### src/pif_pkg.sv
/*
 Package for the peripheral interrupt flag block: register offsets,
 field positions, reset values and masks.
 Assumes nothing beyond a SystemVerilog compiler.
*/
package pif_pkg;

	// Register byte offsets on the AXI4-Lite slave
	localparam logic [7:0] OFF_FLAGS_ONE = 8'h00;
	localparam logic [7:0] OFF_FLAGS_TWO = 8'h04;
	localparam logic [7:0] OFF_ENABLE_ONE = 8'h08;
	localparam logic [7:0] OFF_ENABLE_TWO = 8'h0c;
	localparam logic [7:0] OFF_CONTROL = 8'h10;
	localparam logic [7:0] OFF_EDGE_SEL = 8'h14;
	localparam logic [7:0] OFF_STATUS = 8'h18;

	// Implemented bit masks of the two flag and enable registers
	localparam logic [7:0] MASK_ONE = 8'h7f;
	localparam logic [7:0] MASK_TWO = 8'h9f;

	// Reset values
	localparam logic [7:0] RST_FLAGS = 8'h00;
	localparam logic [7:0] RST_ENABLE = 8'h00;
	localparam logic [1:0] RST_CONTROL = 2'h0;
	localparam logic [5:0] RST_EDGE_SEL = 6'h15;

	// Control register fields
	localparam int CTL_GLOBAL = 0;
	localparam int CTL_PERIPH = 1;

	// Edge select fields (rise, fall pairs)
	localparam int SEL_OUT_OV_RISE = 0;
	localparam int SEL_OUT_OV_FALL = 1;
	localparam int SEL_IN_OV_RISE = 2;
	localparam int SEL_IN_OV_FALL = 3;
	localparam int SEL_IN_UV_RISE = 4;
	localparam int SEL_IN_UV_FALL = 5;

	// Flag positions in the second register
	localparam int BIT_OUT_OV = 3;
	localparam int BIT_IN_OV = 1;
	localparam int BIT_IN_UV = 0;

	// AXI responses
	localparam logic [1:0] RESP_OKAY = 2'h0;
	localparam logic [1:0] RESP_SLVERR = 2'h2;

endpackage

### src/edge_pick.sv
/*
 Transition detector for one monitor level with selectable edge.
 Assumes the level is synchronous to aclk.
*/
`timescale 1ns/1ps
module edge_pick (
	// Clock and reset
	input wire logic aclk,
	input wire logic aresetn,
	// Monitor level and edge selects
	input wire logic level,
	input wire logic rise_sel,
	input wire logic fall_sel,
	// One-cycle event
	output logic hit
);
	typedef struct packed {
		logic prev;
	} state_t;
	state_t s_q, s_d;

	// Previous level for edge compare
	always_comb begin
		s_d = s_q;
		s_d.prev = level;
	end

	always_ff @(posedge aclk) begin
		if (!aresetn) begin
			// Track the live level so release shows no false edge
			s_q <= '{prev: level};
		end else begin
			s_q <= s_d;
		end
	end

	// Both selects set catches either edge
	assign hit = (rise_sel & level & ~s_q.prev) |
		(fall_sel & ~level & s_q.prev);
endmodule

### src/ctx_store.sv
/*
 Small memory holding the return program counter stack and the sixteen
 data bytes common to all banks. Read data is registered.
 Assumes a single writer and reader in the aclk domain.
*/
`timescale 1ns/1ps
module ctx_store #(
	parameter int DEPTH = 16,
	parameter int WIDTH = 13
) (
	// Clock
	input wire logic aclk,
	// Write port
	input wire logic wr_en,
	input wire logic [$clog2(DEPTH)-1:0] wr_addr,
	input wire logic [WIDTH-1:0] wr_data,
	// Read port
	input wire logic [$clog2(DEPTH)-1:0] rd_addr,
	output logic [WIDTH-1:0] rd_data
);
	logic [WIDTH-1:0] mem [DEPTH];

	// No reset on the array; contents are software owned
	always_ff @(posedge aclk) begin
		if (wr_en) begin
			mem[wr_addr] <= wr_data;
		end
		rd_data <= mem[rd_addr];
	end
endmodule

### src/peripheral_interrupt_flags.sv
/*
 Peripheral interrupt flags with enables, master gating, edge selects,
 return address stack and bank-common data bytes, over AXI4-Lite.
 Assumes event inputs are one-cycle pulses and monitor inputs are levels,
 all synchronous to aclk.
*/
// Behaviour
// - Flags set on their events regardless of any enable bit.
// - Flag one bit 7 and flag two bits 6-5 read zero.
// - Flag one bit 6 sets when a conversion completes.
// - Flag one bit 5 shows a pending serial collision.
// - Flag one bit 4 shows a pending serial port event.
// - Flag one bits 3 and 2 set on capture/compare two and one.
// - Flag one bit 1 sets on timer two period match, stays set.
// - Flag one bit 0 sets on timer one rollover, stays set.
// - Flag two bit 7 shows a pending desaturation event.
// - Flag two bit 4 sets on overtemperature.
// - Flag two bit 3 latches the selected output overvoltage edge.
// - Flag two bit 2 sets on gate supply undervoltage lockout.
// - Flag two bit 1 latches the selected input overvoltage edge.
// - Flag two bit 0 latches the selected input undervoltage edge.
// - Interrupt entry pushes only the return program counter.
// - Last sixteen data bytes are common to every bank.
// - No peripheral request reaches core without peripheral enable.
// - Each flag has an enable bit at the same position.
`timescale 1ns/1ps
module peripheral_interrupt_flags
	import pif_pkg::*;
#(
	parameter int PC_WIDTH = 13,
	parameter int STACK_DEPTH = 8
) (
	// Clock and reset
	input wire logic aclk,
	input wire logic aresetn,
	// AXI4-Lite write address and data
	input wire logic [7:0] s_axi_awaddr,
	input wire logic s_axi_awvalid,
	output logic s_axi_awready,
	input wire logic [31:0] s_axi_wdata,
	input wire logic [3:0] s_axi_wstrb,
	input wire logic s_axi_wvalid,
	output logic s_axi_wready,
	// AXI4-Lite write response
	output logic [1:0] s_axi_bresp,
	output logic s_axi_bvalid,
	input wire logic s_axi_bready,
	// AXI4-Lite read
	input wire logic [7:0] s_axi_araddr,
	input wire logic s_axi_arvalid,
	output logic s_axi_arready,
	output logic [31:0] s_axi_rdata,
	output logic [1:0] s_axi_rresp,
	output logic s_axi_rvalid,
	input wire logic s_axi_rready,
	// Peripheral event pulses
	input wire logic conversion_done,
	input wire logic serial_collision,
	input wire logic serial_port_event,
	input wire logic capcomp_two_event,
	input wire logic capcomp_one_event,
	input wire logic timer_two_match,
	input wire logic timer_one_rollover,
	input wire logic desaturation_event,
	input wire logic overtemperature_event,
	input wire logic gate_supply_uvlo_event,
	// Protection monitor levels
	input wire logic output_ov_level,
	input wire logic input_ov_level,
	input wire logic input_uv_level,
	// Core interface
	output logic core_irq,
	input wire logic irq_entry,
	input wire logic irq_return,
	input wire logic [PC_WIDTH-1:0] return_pc,
	output logic [PC_WIDTH-1:0] resume_pc,
	// Core data access to bank-common bytes
	input wire logic common_wr,
	input wire logic [3:0] common_addr,
	input wire logic [7:0] common_wdata,
	output logic [7:0] common_rdata
);
	localparam int SP_W = $clog2(STACK_DEPTH);

	typedef struct packed {
		logic [7:0] flags_one;
		logic [7:0] flags_two;
		logic [7:0] enable_one;
		logic [7:0] enable_two;
		logic [1:0] control;
		logic [5:0] edge_sel;
		logic [SP_W-1:0] sp;
		logic aw_held;
		logic w_held;
		logic [7:0] awaddr;
		logic [31:0] wdata;
		logic [3:0] wstrb;
		logic bvalid;
		logic [1:0] bresp;
		logic rvalid;
		logic [31:0] rdata;
		logic [1:0] rresp;
		logic irq;
	} state_t;
	state_t s_q, s_d;

	logic ov_out_hit, ov_in_hit, uv_in_hit;
	logic [7:0] set_one, set_two;
	logic wr_fire, rd_fire;
	logic [7:0] wbyte;
	logic [PC_WIDTH-1:0] stack_rd;
	logic [SP_W-1:0] stack_waddr, stack_raddr;

	// Edge detectors for the three monitors
	edge_pick u_out_ov (
		.aclk(aclk),
		.aresetn(aresetn),
		.level(output_ov_level),
		.rise_sel(s_q.edge_sel[SEL_OUT_OV_RISE]),
		.fall_sel(s_q.edge_sel[SEL_OUT_OV_FALL]),
		.hit(ov_out_hit)
	);
	edge_pick u_in_ov (
		.aclk(aclk),
		.aresetn(aresetn),
		.level(input_ov_level),
		.rise_sel(s_q.edge_sel[SEL_IN_OV_RISE]),
		.fall_sel(s_q.edge_sel[SEL_IN_OV_FALL]),
		.hit(ov_in_hit)
	);
	edge_pick u_in_uv (
		.aclk(aclk),
		.aresetn(aresetn),
		.level(input_uv_level),
		.rise_sel(s_q.edge_sel[SEL_IN_UV_RISE]),
		.fall_sel(s_q.edge_sel[SEL_IN_UV_FALL]),
		.hit(uv_in_hit)
	);

	// Return address stack; only the PC is saved on entry
	assign stack_waddr = s_q.sp;
	assign stack_raddr = s_q.sp - SP_W'(1);
	ctx_store #(.DEPTH(STACK_DEPTH), .WIDTH(PC_WIDTH)) u_stack (
		.aclk(aclk),
		.wr_en(irq_entry),
		.wr_addr(stack_waddr),
		.wr_data(return_pc),
		.rd_addr(irq_return ? stack_raddr : stack_raddr - SP_W'(1)),
		.rd_data(stack_rd)
	);
	assign resume_pc = stack_rd;

	// Bank-common bytes: address carries no bank bits at all
	ctx_store #(.DEPTH(16), .WIDTH(8)) u_common (
		.aclk(aclk),
		.wr_en(common_wr),
		.wr_addr(common_addr),
		.wr_data(common_wdata),
		.rd_addr(common_addr),
		.rd_data(common_rdata)
	);

	// Event vectors in register bit order
	assign set_one = {1'b0, conversion_done, serial_collision,
		serial_port_event, capcomp_two_event, capcomp_one_event,
		timer_two_match, timer_one_rollover};
	assign set_two = {desaturation_event, 2'b00, overtemperature_event,
		ov_out_hit, gate_supply_uvlo_event, ov_in_hit,
		uv_in_hit};

	assign wr_fire = (s_q.aw_held | s_axi_awvalid) &
		(s_q.w_held | s_axi_wvalid) & ~s_q.bvalid;
	assign rd_fire = s_axi_arvalid & ~s_q.rvalid;
	assign wbyte = s_q.w_held ? s_q.wdata[7:0] : s_axi_wdata[7:0];

	// Next state: bus slave, flag latching and request gating
	always_comb begin
		logic [7:0] waddr;
		logic wen;
		waddr = s_q.aw_held ? s_q.awaddr : s_axi_awaddr;
		wen = wr_fire & (s_q.w_held ? s_q.wstrb[0] : s_axi_wstrb[0]);
		s_d = s_q;
		// Hold whichever half arrived first
		if (s_axi_awvalid & s_axi_awready & ~wr_fire) begin
			s_d.aw_held = 1'b1;
			s_d.awaddr = s_axi_awaddr;
		end
		if (s_axi_wvalid & s_axi_wready & ~wr_fire) begin
			s_d.w_held = 1'b1;
			s_d.wdata = s_axi_wdata;
			s_d.wstrb = s_axi_wstrb;
		end
		if (wr_fire) begin
			s_d.aw_held = 1'b0;
			s_d.w_held = 1'b0;
			s_d.bvalid = 1'b1;
			s_d.bresp = RESP_OKAY;
			if (wen) begin
				case (waddr)
				OFF_FLAGS_ONE: s_d.flags_one = wbyte;
				OFF_FLAGS_TWO: s_d.flags_two = wbyte;
				OFF_ENABLE_ONE: s_d.enable_one = wbyte & MASK_ONE;
				OFF_ENABLE_TWO: s_d.enable_two = wbyte & MASK_TWO;
				OFF_CONTROL: s_d.control = wbyte[1:0];
				OFF_EDGE_SEL: s_d.edge_sel = wbyte[5:0];
				OFF_STATUS: s_d.bresp = RESP_OKAY;
				default: s_d.bresp = RESP_SLVERR;
				endcase
			end
		end else if (s_q.bvalid & s_axi_bready) begin
			s_d.bvalid = 1'b0;
		end
		// Hardware set wins over a software clear in the same cycle
		s_d.flags_one = (s_d.flags_one | set_one) & MASK_ONE;
		s_d.flags_two = (s_d.flags_two | set_two) & MASK_TWO;
		// Stack pointer wraps, as a hardware stack does
		if (irq_entry & ~irq_return) begin
			s_d.sp = s_q.sp + SP_W'(1);
		end else if (irq_return & ~irq_entry) begin
			s_d.sp = s_q.sp - SP_W'(1);
		end
		// Read channel
		if (rd_fire) begin
			s_d.rvalid = 1'b1;
			s_d.rresp = RESP_OKAY;
			case (s_axi_araddr)
			OFF_FLAGS_ONE: s_d.rdata = {24'h0, s_q.flags_one};
			OFF_FLAGS_TWO: s_d.rdata = {24'h0, s_q.flags_two};
			OFF_ENABLE_ONE: s_d.rdata = {24'h0, s_q.enable_one};
			OFF_ENABLE_TWO: s_d.rdata = {24'h0, s_q.enable_two};
			OFF_CONTROL: s_d.rdata = {30'h0, s_q.control};
			OFF_EDGE_SEL: s_d.rdata = {26'h0, s_q.edge_sel};
			OFF_STATUS: s_d.rdata = {31'h0, s_q.irq};
			default: begin
				s_d.rdata = 32'h0;
				s_d.rresp = RESP_SLVERR;
			end
			endcase
		end else if (s_q.rvalid & s_axi_rready) begin
			s_d.rvalid = 1'b0;
		end
		// Registered request to the core
		s_d.irq = s_q.control[CTL_GLOBAL] & s_q.control[CTL_PERIPH] &
			(|(s_q.flags_one & s_q.enable_one) |
			|(s_q.flags_two & s_q.enable_two));
	end

	always_ff @(posedge aclk) begin
		if (!aresetn) begin
			s_q <= '0;
			s_q.edge_sel <= RST_EDGE_SEL;
		end else begin
			s_q <= s_d;
		end
	end

	// Outputs
	assign s_axi_awready = ~s_q.aw_held & ~s_q.bvalid;
	assign s_axi_wready = ~s_q.w_held & ~s_q.bvalid;
	assign s_axi_bvalid = s_q.bvalid;
	assign s_axi_bresp = s_q.bresp;
	assign s_axi_arready = ~s_q.rvalid;
	assign s_axi_rvalid = s_q.rvalid;
	assign s_axi_rdata = s_q.rdata;
	assign s_axi_rresp = s_q.rresp;
	assign core_irq = s_q.irq;

	// Checks
	a_unimpl_zero: assert property (@(posedge aclk) disable iff (!aresetn)
		(s_q.flags_one[7] == 1'b0) && (s_q.flags_two[6:5] == 2'b00))
		else $error("unimplemented flag bit set");
	a_event_sets_one: assert property (@(posedge aclk)
		disable iff (!aresetn)
		(set_one != 8'h00) |=> ((s_q.flags_one & $past(set_one)) ==
		$past(set_one)))
		else $error("event did not set flag one");
	a_event_sets_two: assert property (@(posedge aclk)
		disable iff (!aresetn)
		(set_two != 8'h00) |=> ((s_q.flags_two & $past(set_two)) ==
		$past(set_two)))
		else $error("event did not set flag two");
	a_timer_flag_hold: assert property (@(posedge aclk)
		disable iff (!aresetn)
		s_q.flags_one[1:0] != 2'b00 && !wr_fire |=>
		(s_q.flags_one[1:0] & $past(s_q.flags_one[1:0])) ==
		$past(s_q.flags_one[1:0]))
		else $error("timer flag dropped without a write");
	a_out_ov_edge: assert property (@(posedge aclk) disable iff (!aresetn)
		s_q.edge_sel[1:0] == 2'b01 && $rose(output_ov_level) |=>
		s_q.flags_two[BIT_OUT_OV])
		else $error("output overvoltage rise missed");
	a_in_ov_fall: assert property (@(posedge aclk) disable iff (!aresetn)
		s_q.edge_sel[3:2] == 2'b10 && $fell(input_ov_level) |=>
		s_q.flags_two[BIT_IN_OV])
		else $error("input overvoltage fall missed");
	a_in_uv_edge: assert property (@(posedge aclk) disable iff (!aresetn)
		s_q.edge_sel[5:4] == 2'b01 && $rose(input_uv_level) |=>
		s_q.flags_two[BIT_IN_UV])
		else $error("input undervoltage rise missed");
	a_periph_gate: assert property (@(posedge aclk) disable iff (!aresetn)
		!s_q.control[CTL_PERIPH] |=> !core_irq)
		else $error("request without peripheral enable");
	a_irq_or: assert property (@(posedge aclk) disable iff (!aresetn)
		s_q.control == 2'b11 && (|(s_q.flags_one & s_q.enable_one))
		|=> core_irq)
		else $error("enabled flag raised no request");
	a_stack_push: assert property (@(posedge aclk) disable iff (!aresetn)
		irq_entry && !irq_return |=> s_q.sp == $past(s_q.sp) + SP_W'(1))
		else $error("entry did not push");
endmodule

### config.mk
export PLATFORM = sky130hd
export DESIGN_NAME = peripheral_interrupt_flags
export DESIGN_NICKNAME = d
export VERILOG_FILES = /design/src/pif_pkg.sv /design/src/edge_pick.sv /design/src/ctx_store.sv /design/src/peripheral_interrupt_flags.sv
export SDC_FILE = /design/constraint.sdc
export NUM_CORES = 1
export LEC_CHECK = 0
export ABC_AREA = 1
export BUFFER_PORTS_ARGS = -buffer_cell sky130_fd_sc_hd__buf_2
export CAP_MARGIN = 20
export CORE_MARGIN = 2
export CORE_UTILIZATION = 52
export CTS_CLUSTER_DIAMETER = 30
export DETAILED_ROUTE_END_ITERATION = 16
export HOLD_SLACK_MARGIN = 0.05
export MAX_ROUTING_LAYER = met4
export PLACE_DENSITY = 0.86
export SETUP_SLACK_MARGIN = 0.02
export SYNTH_ARGS = -nofsm -noshare
export SYNTH_HDL_FRONTEND = slang
export SYNTH_SLANG_ARGS = --single-unit
### constraint.sdc
create_clock -name aclk -period 1.9 [get_ports aclk]
set_clock_uncertainty 0.05 [all_clocks]
set_input_delay 0.38 -clock aclk [delete_from_list [all_inputs] [get_ports aclk]]
set_output_delay 0.38 -clock aclk [all_outputs]
set_load 0.005 [all_outputs]
Yosys cells after proc, flatten, opt, wreduce, memory -nomap -nowiden
Memories as Yosys holds them, arrays and structs flattened. A register that Yosys moved wholly into a read port is not among the register bits. Index checks and enable logic that the tools add are counted.

Memories: 2. Word-level logic and storage cells: 131. Output and inout port bits: 63. Bits in registers: 127. Memory bits (writable): 232. Input bits: 100.

Memory list: u_common.mem (depth 16, bits a word 8, rd ports 1, clocked after memory_dff 1, write ports 1, RTL line ctx_store.sv:21) `logic [WIDTH-1:0] mem [DEPTH];`; u_stack.mem (depth 8, bits a word 13, rd ports 1, clocked after memory_dff 1, write ports 1, RTL line ctx_store.sv:21).

Bitwise logic cells: 52. Reductions and logical operators: 14. Muxes and demuxes: 26. Add/sub/neg operators: 3. Equality and inequality tests: 12.

Operators with widths (number): $mux 39 (2); $pmux 8 s7 (1); $eq 8x5->1 const B (6); $eq 8x4->1 const B (4); $mux 8 (4); $and 1x1->1 (28); $eq 8x3->1 const B (2); $logic_not 8->1 (2); $reduce_or 8->1 (2); $mux 7 (2); $not 1->1 (14); $reduce_or 7->1 (2); $reduce_and 3->1 (4); $mux 1 (9); $mux 3 (3); $and 8x8->8 (1); $mux 2 (4); $or 8x8->8 (1); $and 7x7->7 (1); $or 7x7->7 (1); $mux 6 (1); $or 1x1->1 (6); $reduce_bool 2->1 (3); $sub 3x1->3 const B (2); other kinds (2) (2).

Logic depth before layout (Yosys ltp)
Gate-level depths: netlist of the first run.

Depth in word-level cells: 7. Gate-level depth with buffers: 11.

Modules after synthesis
From an unflattened synthesis of the first run, not the netlist that was laid out.

Cell total of the unflattened synthesis: 1623. Area total of the unflattened synthesis: 14590.2 um2.

Modules (own cells, without submodules): ctx_store at u_common (times used 1, cells each 551, area each 5770.5 um2, sequential area each 4003.8 um2); ctx_store at u_stack (times used 1, cells each 480, area each 4892.2 um2, sequential area each 3383.2 um2); peripheral_interrupt_flags (times used 1, cells each 574, area each 3803.6 um2, sequential area each 1381.3 um2); edge_pick (times used 3, cells each 6, area each 41.3 um2, sequential area each 20.0 um2).

Least setup slack after synthesis of the first run
No wires, ideal clock.

Path type: in2reg. From: in common_addr[0]. To: mem u_common.mem[8][0], in the netlist u_common.mem[4][0] (enable). Required time: 1480 ps. Path buffers: 1. Cell stages on the path: 4. Library setup time: 370 ps. Slack: 23 ps. Arrival: 1457 ps. Cells stage by stage: nor2_1 > clkbuf_1 > nand2_1 > nor2_1.

RTL lines: start: declaration (RTL line peripheral_interrupt_flags.sv:79) `input wire logic [3:0] common_addr,`; end: declaration (RTL line ctx_store.sv:21).

No word-level cell before the write port.

Final worst setup path of the first run
From: reg s_q (netlist bit stack_waddr[1]). To: reg u_stack.rd_data[12], read port of u_stack.mem.

Cells in the longest elaborated chain, start to end: 3.

Ends and longest elaborated chain: start: declaration (RTL line peripheral_interrupt_flags.sv:105) `state_t s_q, s_d;`; $sub 3x1->3 * (RTL line peripheral_interrupt_flags.sv:142) `assign stack_raddr = s_q.sp - SP_W'(1);`; $sub 3x1->3 (RTL line peripheral_interrupt_flags.sv:148) `.rd_addr(irq_return ? stack_raddr : stack_raddr - SP_W'(1)),`; $mux 3 * (RTL line peripheral_interrupt_flags.sv:148); end: declaration (RTL line ctx_store.sv:19) `output logic [WIDTH-1:0] rd_data`.

Every way passes the cells marked *; elsewhere a longest branch is shown, timed or not. A chain may end at the register's enable or synchronous reset.

==> results.json, run 1 <==
{
  "grt_max_degree": 53,
  "crit_required_ns": 2.30,
  "tritoncts": "built",
  "postRouteAntennaNets": 0,
  "cts.htree.levels": 2,
  "peakVddDrop_v": 0.001003,
  "fmax_ghz": 0.5572,
  "design_area_sq_um": 16290,
  "via_per_inst": 5.441,
  "gp_congestion": 0.9405,
  "clockBufferDepth": 3,
  "min_period_ns": 1.795,
  "rows": 58,
  "dp_hpwl_um": 18510,
  "placed_area_sq_um": 14220,
  "yosysWarnings": 0,
  "die_w_um": 163.2,
  "synth_seq_cells": 325,
  "critPathMaxFanout": 8,
  "antenna_found_initial": 0,
  "synth_flop_cell": "edfxtp_1",
  "layout_commonest_cell": "edfxtp_1",
  "post_drt_wl_per_cell_um": 17.03,
  "fp.dieH_um": 163.2,
  "p_comb_share_pct": 10.8,
  "p_switching_w": 0.005088,
  "grt_usage_pct": 23.12,
  "grt_pass1_vias": 9455,
  "netSwitchingFraction_pct": 25.78,
  "nets": 1515,
  "drtPass1Iterations": 6,
  "slew_headroom_pct": 65.34,
  "wl_um": 30430,
  "setup_tns_ns": 0,
  "power.density_nw_per_um2": 1212,
  "final_max_slew_viol_count": 0,
  "cts-root-buf": "clkbuf_16",
  "synthDistinctLibCells": 38,
  "io_pins": 163,
  "cts.sinks": 325,
  "path_class": "reg -> reg",
  "status": "complete, no violations",
  "fin_crit_sh_pct": 94.46,
  "clkTransAtPathRegs_ns": 0.05,
  "start_util_pct": 52.63,
  "p_leak_nw": 6.535,
  "drc": 0,
  "die_area_sq_um": 26630,
  "p_clk_share_pct": 48.0,
  "clock_latency_ns": 0.56,
  "syn2layout_area_growth_pct": 23.62,
  "pre_cts_slack_ns": -0.03851,
  "worst_slack_ns": 0.1052,
  "worst_setup_path_start_kind": "register",
  "arrival_ns": 2.19,
  "internal_power_w": 0.01465,
  "hold_viol": 0,
  "dr.first_iter.drc_count": 1095,
  "drive_gt1_share_pct": 20.86,
  "cts_buffers": 54,
  "synth_edf_count": 232,
  "num_vias": 9723,
  "seq_power_share_pct": 41.2,
  "io_buffers": 109,
  "worst_pin_slew_ns": 0.5193,
  "syn_inst": 1221,
  "final_cell_mix": "edfxtp_1 (232), nand2_1 (224), nor2_1 (143), buf_2 (109), dfxtp_1 (91)",
  "grt_pass1_wl_um": 46960,
  "async_flop_share_pct": 0,
  "final_core_util_pct": 65.06,
  "antenna_cells": 0,
  "drv_cap": 0,
  "syn_avg_cell_area_sq_um": 10.79,
  "critPathCaptureType": "register",
  "ys_seq_area_share_pct": 67.00,
  "grt_overflow": 0,
  "hold_ws_ns": 0.07462,
  "setup_violations": 0,
  "core_area_sq_um": 25040,
  "synth_area_sq_um": 13180,
  "min_path_type": "in -> reg"
}
## critical path, stage by stage, from the launching register on
cell and delay (ns):
dfxtp_2 0.35, inv_1 0.09, ha_4 0.31, xor2_4 0.25
inv_2 0.09, buf_4 0.17, o21ai_0 0.12, o22ai_1 0.14
nand2_1 0.08, nand2_1 0.04
## state kept, by name, indices dropped and copies added (netlist names), 3 cells and up
| name | flops |
|---|---|
| u_stack.mem | 104 |
| u_stack.rd_data | 13 |
| u_common.mem | 128 |
| u_common.rd_data | 8 |
| s_q | 53 |
| s_axi_rdata | 8 |
| stack_waddr | 3 |
## layer usage
layer  vias to the layer above  global-route usage [%]  share of wire, %
li1                       4594                       -                 -
met1                      4552                   27.63                39
met2                       499                   39.20                51
met3                        78                   4.038               7.9
met4                         0                   9.051               2.7
met5                         -                       -                 0
## Yosys cell counts, types with 4 or more instances
cell type	instances	share of area (%)
edfxtp_1	232	53
inv_1	82	2.3
clkbuf_1	22	0.63
a21oi_1	37	1.4
nor2_1	146	4.2
nand2_2	7	0.33
buf_4	39	2.2
nand3_1	68	2.6
o22ai_1	26	1.2
o21ai_0	87	3.3
o21ai_1	20	0.76
nand4_1	10	0.47
buf_2	10	0.38
nand2_1	225	6.4
dfxtp_1	93	14
a22oi_1	64	3.6
ha_1	4	0.38
inv_2	9	0.26
nor3_1	6	0.23
## what timing repair did
item                                    in CTS  in global routing
endpoints found under the setup margin       2                 43
resized for setup                            1                 12
pin swaps                                    0                  2
setup buffers                                0                  3
hold endpoints to repair                    88                  0
gates cloned                                 0                  1
hold buffers                                17                  0
## worst paths after layout
path                                   startpoint                  end  slack [ns]  cells after the start
worst max-delay path               stack_waddr[1]  u_stack.rd_data[12]        0.11                      9
worst min-delay path            capcomp_two_event             s_q[123]        0.07                      5
worst max register to register     stack_waddr[1]  u_stack.rd_data[12]        0.11                      9
worst min register to register            s_q[44]              s_q[44]        0.40                      2
## through the flow
step	std cells	total power (W)
finish	1787	0.01973
global route	1787	0.02040
CTS	1783	0.01977
detailed placement	1664	0.01025
global placement	1664	0.01016
floorplan	1246	0.009461
## final cells by class
type,count,area (sq um)
sequential,325,8831
clock buffer,59,1391
timing repair buffer,187,1210
inverter,93,354.1
fill,1762,8748
clock inverter,43,434.2
multi-input combinational,750,3655
tap,330,412.9
## kinds of logic after synthesis
logic type	count (synthesis)	synth area share (%)
AND/OR/NAND/NOR	472	14.98
adder cells (fa/ha/maj)	4	0.3798
other	1	0.02846
flip-flops	325	67.00
XOR/XNOR	5	0.5033
AO/OA/AOI/OAI	243	10.87
buffers and inverters	171	6.229
## power by group through the flow
stage	registers [W]	clock network [W]	logic [W]
finish	0.00813	0.00947	0.00213
global route	0.00816	0.00989	0.00235
CTS	0.00813	0.00958	0.00206
detailed placement	0.00826	0	0.00199
global placement	0.00825	0	0.00191
floorplan	0.00826	0	0.00120
Note: power is estimated with default switching activity, not from simulation.
==> inputs of run 2 (changes only) <==
Settings changed: ABC_AREA 1 to default, GPL_ROUTABILITY_DRIVEN from default to 1.
==> run 2 against run 1 <==
  * The flow now finishes with violations (setup timing)
  * Fmax decreased by 6.4%
  * First-iteration DRC count decreased by 48%
  * Power decreased by 1.4%
  * Final area increased by 2.5%
  * Flip-flop and latch count unchanged
  * Count of clock-buffer cells in the layout increased by 6
  * Largest power group unchanged
  * Highest routed layer unchanged
==> results.json, run 2 <==
{
  "synth_flop_cell": "edfxtp_1",
  "syn2layout_area_growth_pct": 27.74,
  "antenna_found_initial": 2,
  "critPathCaptureType": "register",
  "crit_cells": 7,
  "min_path_type": "in -> reg",
  "drtPass1Iterations": 5,
  "die_w_um": 162.6,
  "syn_avg_cell_area_sq_um": 16.43,
  "reg2reg_depth": 7,
  "drv_cap": 0,
  "synth_seq_cells": 325,
  "crit_family": "simple AND/OR/NAND/NOR gates",
  "fin_cells": 1399,
  "slowest_stage": "dfxtp_4",
  "die_area_sq_um": 26430,
  "largest_register": "u_common.mem",
  "clockBufferDepth": 3,
  "synth_area_leaders": "edfxtp_1 (53%), dfxtp_1 (14%), mux4_2 (11%)",
  "regToRegStartpoint": "s_q[84]",
  "fp.dieH_um": 162.6,
  "cts.sinks": 325,
  "tritoncts": "built",
  "ff2ff_setup_slack_ns": -0.02,
  "rows": 58,
  "yosysWarnings": 0,
  "drive_gt1_share_pct": 37.86,
  "cts_buffers": 52,
  "dp.cells": 1264,
  "crit_chain": "buf_6 > nor3_4 > o22ai_4 > nor4_4 > buf_12 > mux2i_4 > a21oi_2",
  "setup_violations": 1,
  "crit_required_ns": 2.27,
  "grt_pass1_wl_um": 44500,
  "grt_overflow": 0,
  "clock_latency_ns": 0.55,
  "gp_congestion": 0.8900,
  "post_drt_wl_per_cell_um": 20.56,
  "path_buf_inv": 2,
  "layout_commonest_cell": "edfxtp_1",
  "core_area_sq_um": 24960,
  "synth_edf_count": 232,
  "fin_crit_sh_pct": 100.9,
  "final.fill_count": 1568,
  "synthDistinctLibCells": 52,
  "final_max_slew_viol_count": 0,
  "synth.most_common_cell": "edfxtp_1",
  "rsz0062_at_grt": "true",
  "worst_setup_path_start_kind": "register",
  "crit_start": "s_q[84]",
  "worst_slack_ns": -0.01797,
  "r2r_end": "s_q[114]",
  "max_stage_delay_ns": 0.37,
  "nets": 1127,
  "async_flop_share_pct": 0,
  "peakVddDrop_v": 0.0007558,
  "num_vias": 7832,
  "reg.largest.list": "u_common.mem: 128 flops, u_stack.mem: 104 flops, s_q: 53 flops",
  "yosysTopAreaCell": "edfxtp_1",
  "final_cell_mix": "edfxtp_1 (232), buf_2 (110), dfxtp_1 (90), buf_4 (72), mux4_2 (66)",
  "synth_area_sq_um": 13080,
  "fmax_ghz": 0.5214,
  "critPathMaxFanout": 7,
  "cts-root-buf": "clkbuf_16",
  "dr.first_iter.drc_count": 564,
  "arrival_ns": 2.29,
  "start_util_pct": 52.38,
  "synthTopCellsByCount": "edfxtp_1 (232), dfxtp_1 (93), mux4_2 (66)",
  "status": "finished, violations left",
  "clkTransAtPathRegs_ns": 0.05,
  "grt_max_degree": 40,
  "p_leak_nw": 6.211,
  "io_pins": 163,
  "final_core_util_pct": 66.91,
  "cts.htree.levels": 2,
  "violations": "setup timing",
  "drc": 0,
  "hold_viol": 0,
  "min_period_ns": 1.918,
  "io_buffers": 109,
  "via_per_inst": 5.598,
  "dp_hpwl_um": 17090,
  "endpoint": "s_q[114]",
  "grt_usage_pct": 22.75,
  "wl_um": 28770,
  "postRouteAntennaNets": 0,
  "grt_pass1_vias": 8146,
  "syn_inst": 796,
  "power.density_nw_per_um2": 1165,
  "synth_top_cell_area_share_pct": 53.28,
  "ys_seq_area_share_pct": 67.52,
  "path_class": "reg -> reg",
  "largest_register_ffs": 128
}
-- run 2: changes by cell type after synthesis, sizes merged, moves of 10 or more --
cell / before / now
a21oi: 37 / 23
a22oi: 64 / 9
inv: 92 / 19
mux2: 0 / 23
mux2i: 0 / 45
mux4: 0 / 71
nand2: 234 / 30
nand3: 70 / 20
nand3b: 0 / 10
nand4: 10 / 0
nor2: 151 / 53
nor4: 0 / 10
o21ai: 108 / 19
o22ai: 26 / 3
-- run 2: stage by stage --
step | instance area, sq um | hold WS, ns | worst slack [ns] | setup TNS, ns | power (W)
global placement | 14450 | 0.3863 | -0.1055 | -3.268 | 0.01025
CTS | 16550 | 0.05212 | -0.007971 | -0.007971 | 0.01957
floorplan | 13290 | 0.3577 | -0.08590 | -2.616 | 0.009605
finish | 16700 | 0.05893 | -0.01797 | -0.01797 | 0.01945
global route | 16700 | 0.06605 | -0.08248 | -1.061 | 0.02010
detailed placement | 14450 | 0.3976 | -0.1417 | -4.316 | 0.01032
-- run 2: how the worst min path moves through the flow --
stage	from	depth (start not counted)	endpoint	slack (ns)
floorplan	input_ov_level	0	u_in_ov.s_q	0.36
global placement	s_axi_rdata[3]	2	s_axi_rdata[3]	0.39
detailed placement	s_axi_rdata[3]	2	s_axi_rdata[3]	0.40
CTS	return_pc[8]	1	u_stack.mem[3][8]	0.05
global route	return_pc[6]	1	u_stack.mem[0][6]	0.07
finish	return_pc[10]	1	u_stack.mem[5][10]	0.06
-- run 2: metal layers --
| layer | share of wire [%] | GRT usage (%) |
|---|---|---|
| met5 | 0 | - |
| met4 | 2.9 | 7.361 |
| met3 | 6.2 | 4.151 |
| met2 | 53 | 39.65 |
| met1 | 38 | 26.98 |
-- run 2: area by class of cell --
cell class,count,area (sq um),share of cell area (%)
Timing Repair Buffer,222,1585,9.491
Inverter,19,73.82,0.4420
Multi-Input combinational cell,403,4086,24.47
Clock buffer,65,1403,8.398
Clock inverter,33,299.0,1.790
Sequential cell,325,8837,52.91
Tap cell,330,412.9,2.472
Antenna cell,2,5.005,0.02996
-- run 2: cells by family after synthesis --
family,share of synthesized area (%)
buffers and inverters,3.981
XOR/XNOR,0.4020
AO/OA/AOI/OAI,3.081
multiplexers,17.80
flip-flops,67.52
other,0.02868
adder cells (fa/ha/maj),0.3828
AND/OR/NAND/NOR,6.804
-- run 2: worst reg2reg max path: cells and delay by family, from the launching register on --
family | cells | cell delay, ns
compound gates | 2 | 0.24
flops | 1 | 0.37
mux | 1 | 0.26
simple gates | 2 | 0.56
buf+inv | 2 | 0.32
-- run 2: power breakdown --
| part | internal (W) | total [W] | switching (W) |
|---|---|---|---|
| clock | 0.00577 | 0.00896 | 0.00319 |
| combinational | 0.00124 | 0.00233 | 0.00109 |
| sequential | 0.00801 | 0.00816 | 0.000153 |
-- run 2: what timing repair did --
item | CTS | global route
gates cloned | 1 | 1
endpoints found under the hold margin | 66 | 0
pin swaps | 3 | 12
gates resized for setup | 22 | 38
endpoints found under the setup margin | 49 | 50
buffers inserted | 3 | 4
hold buffers | 28 | 0
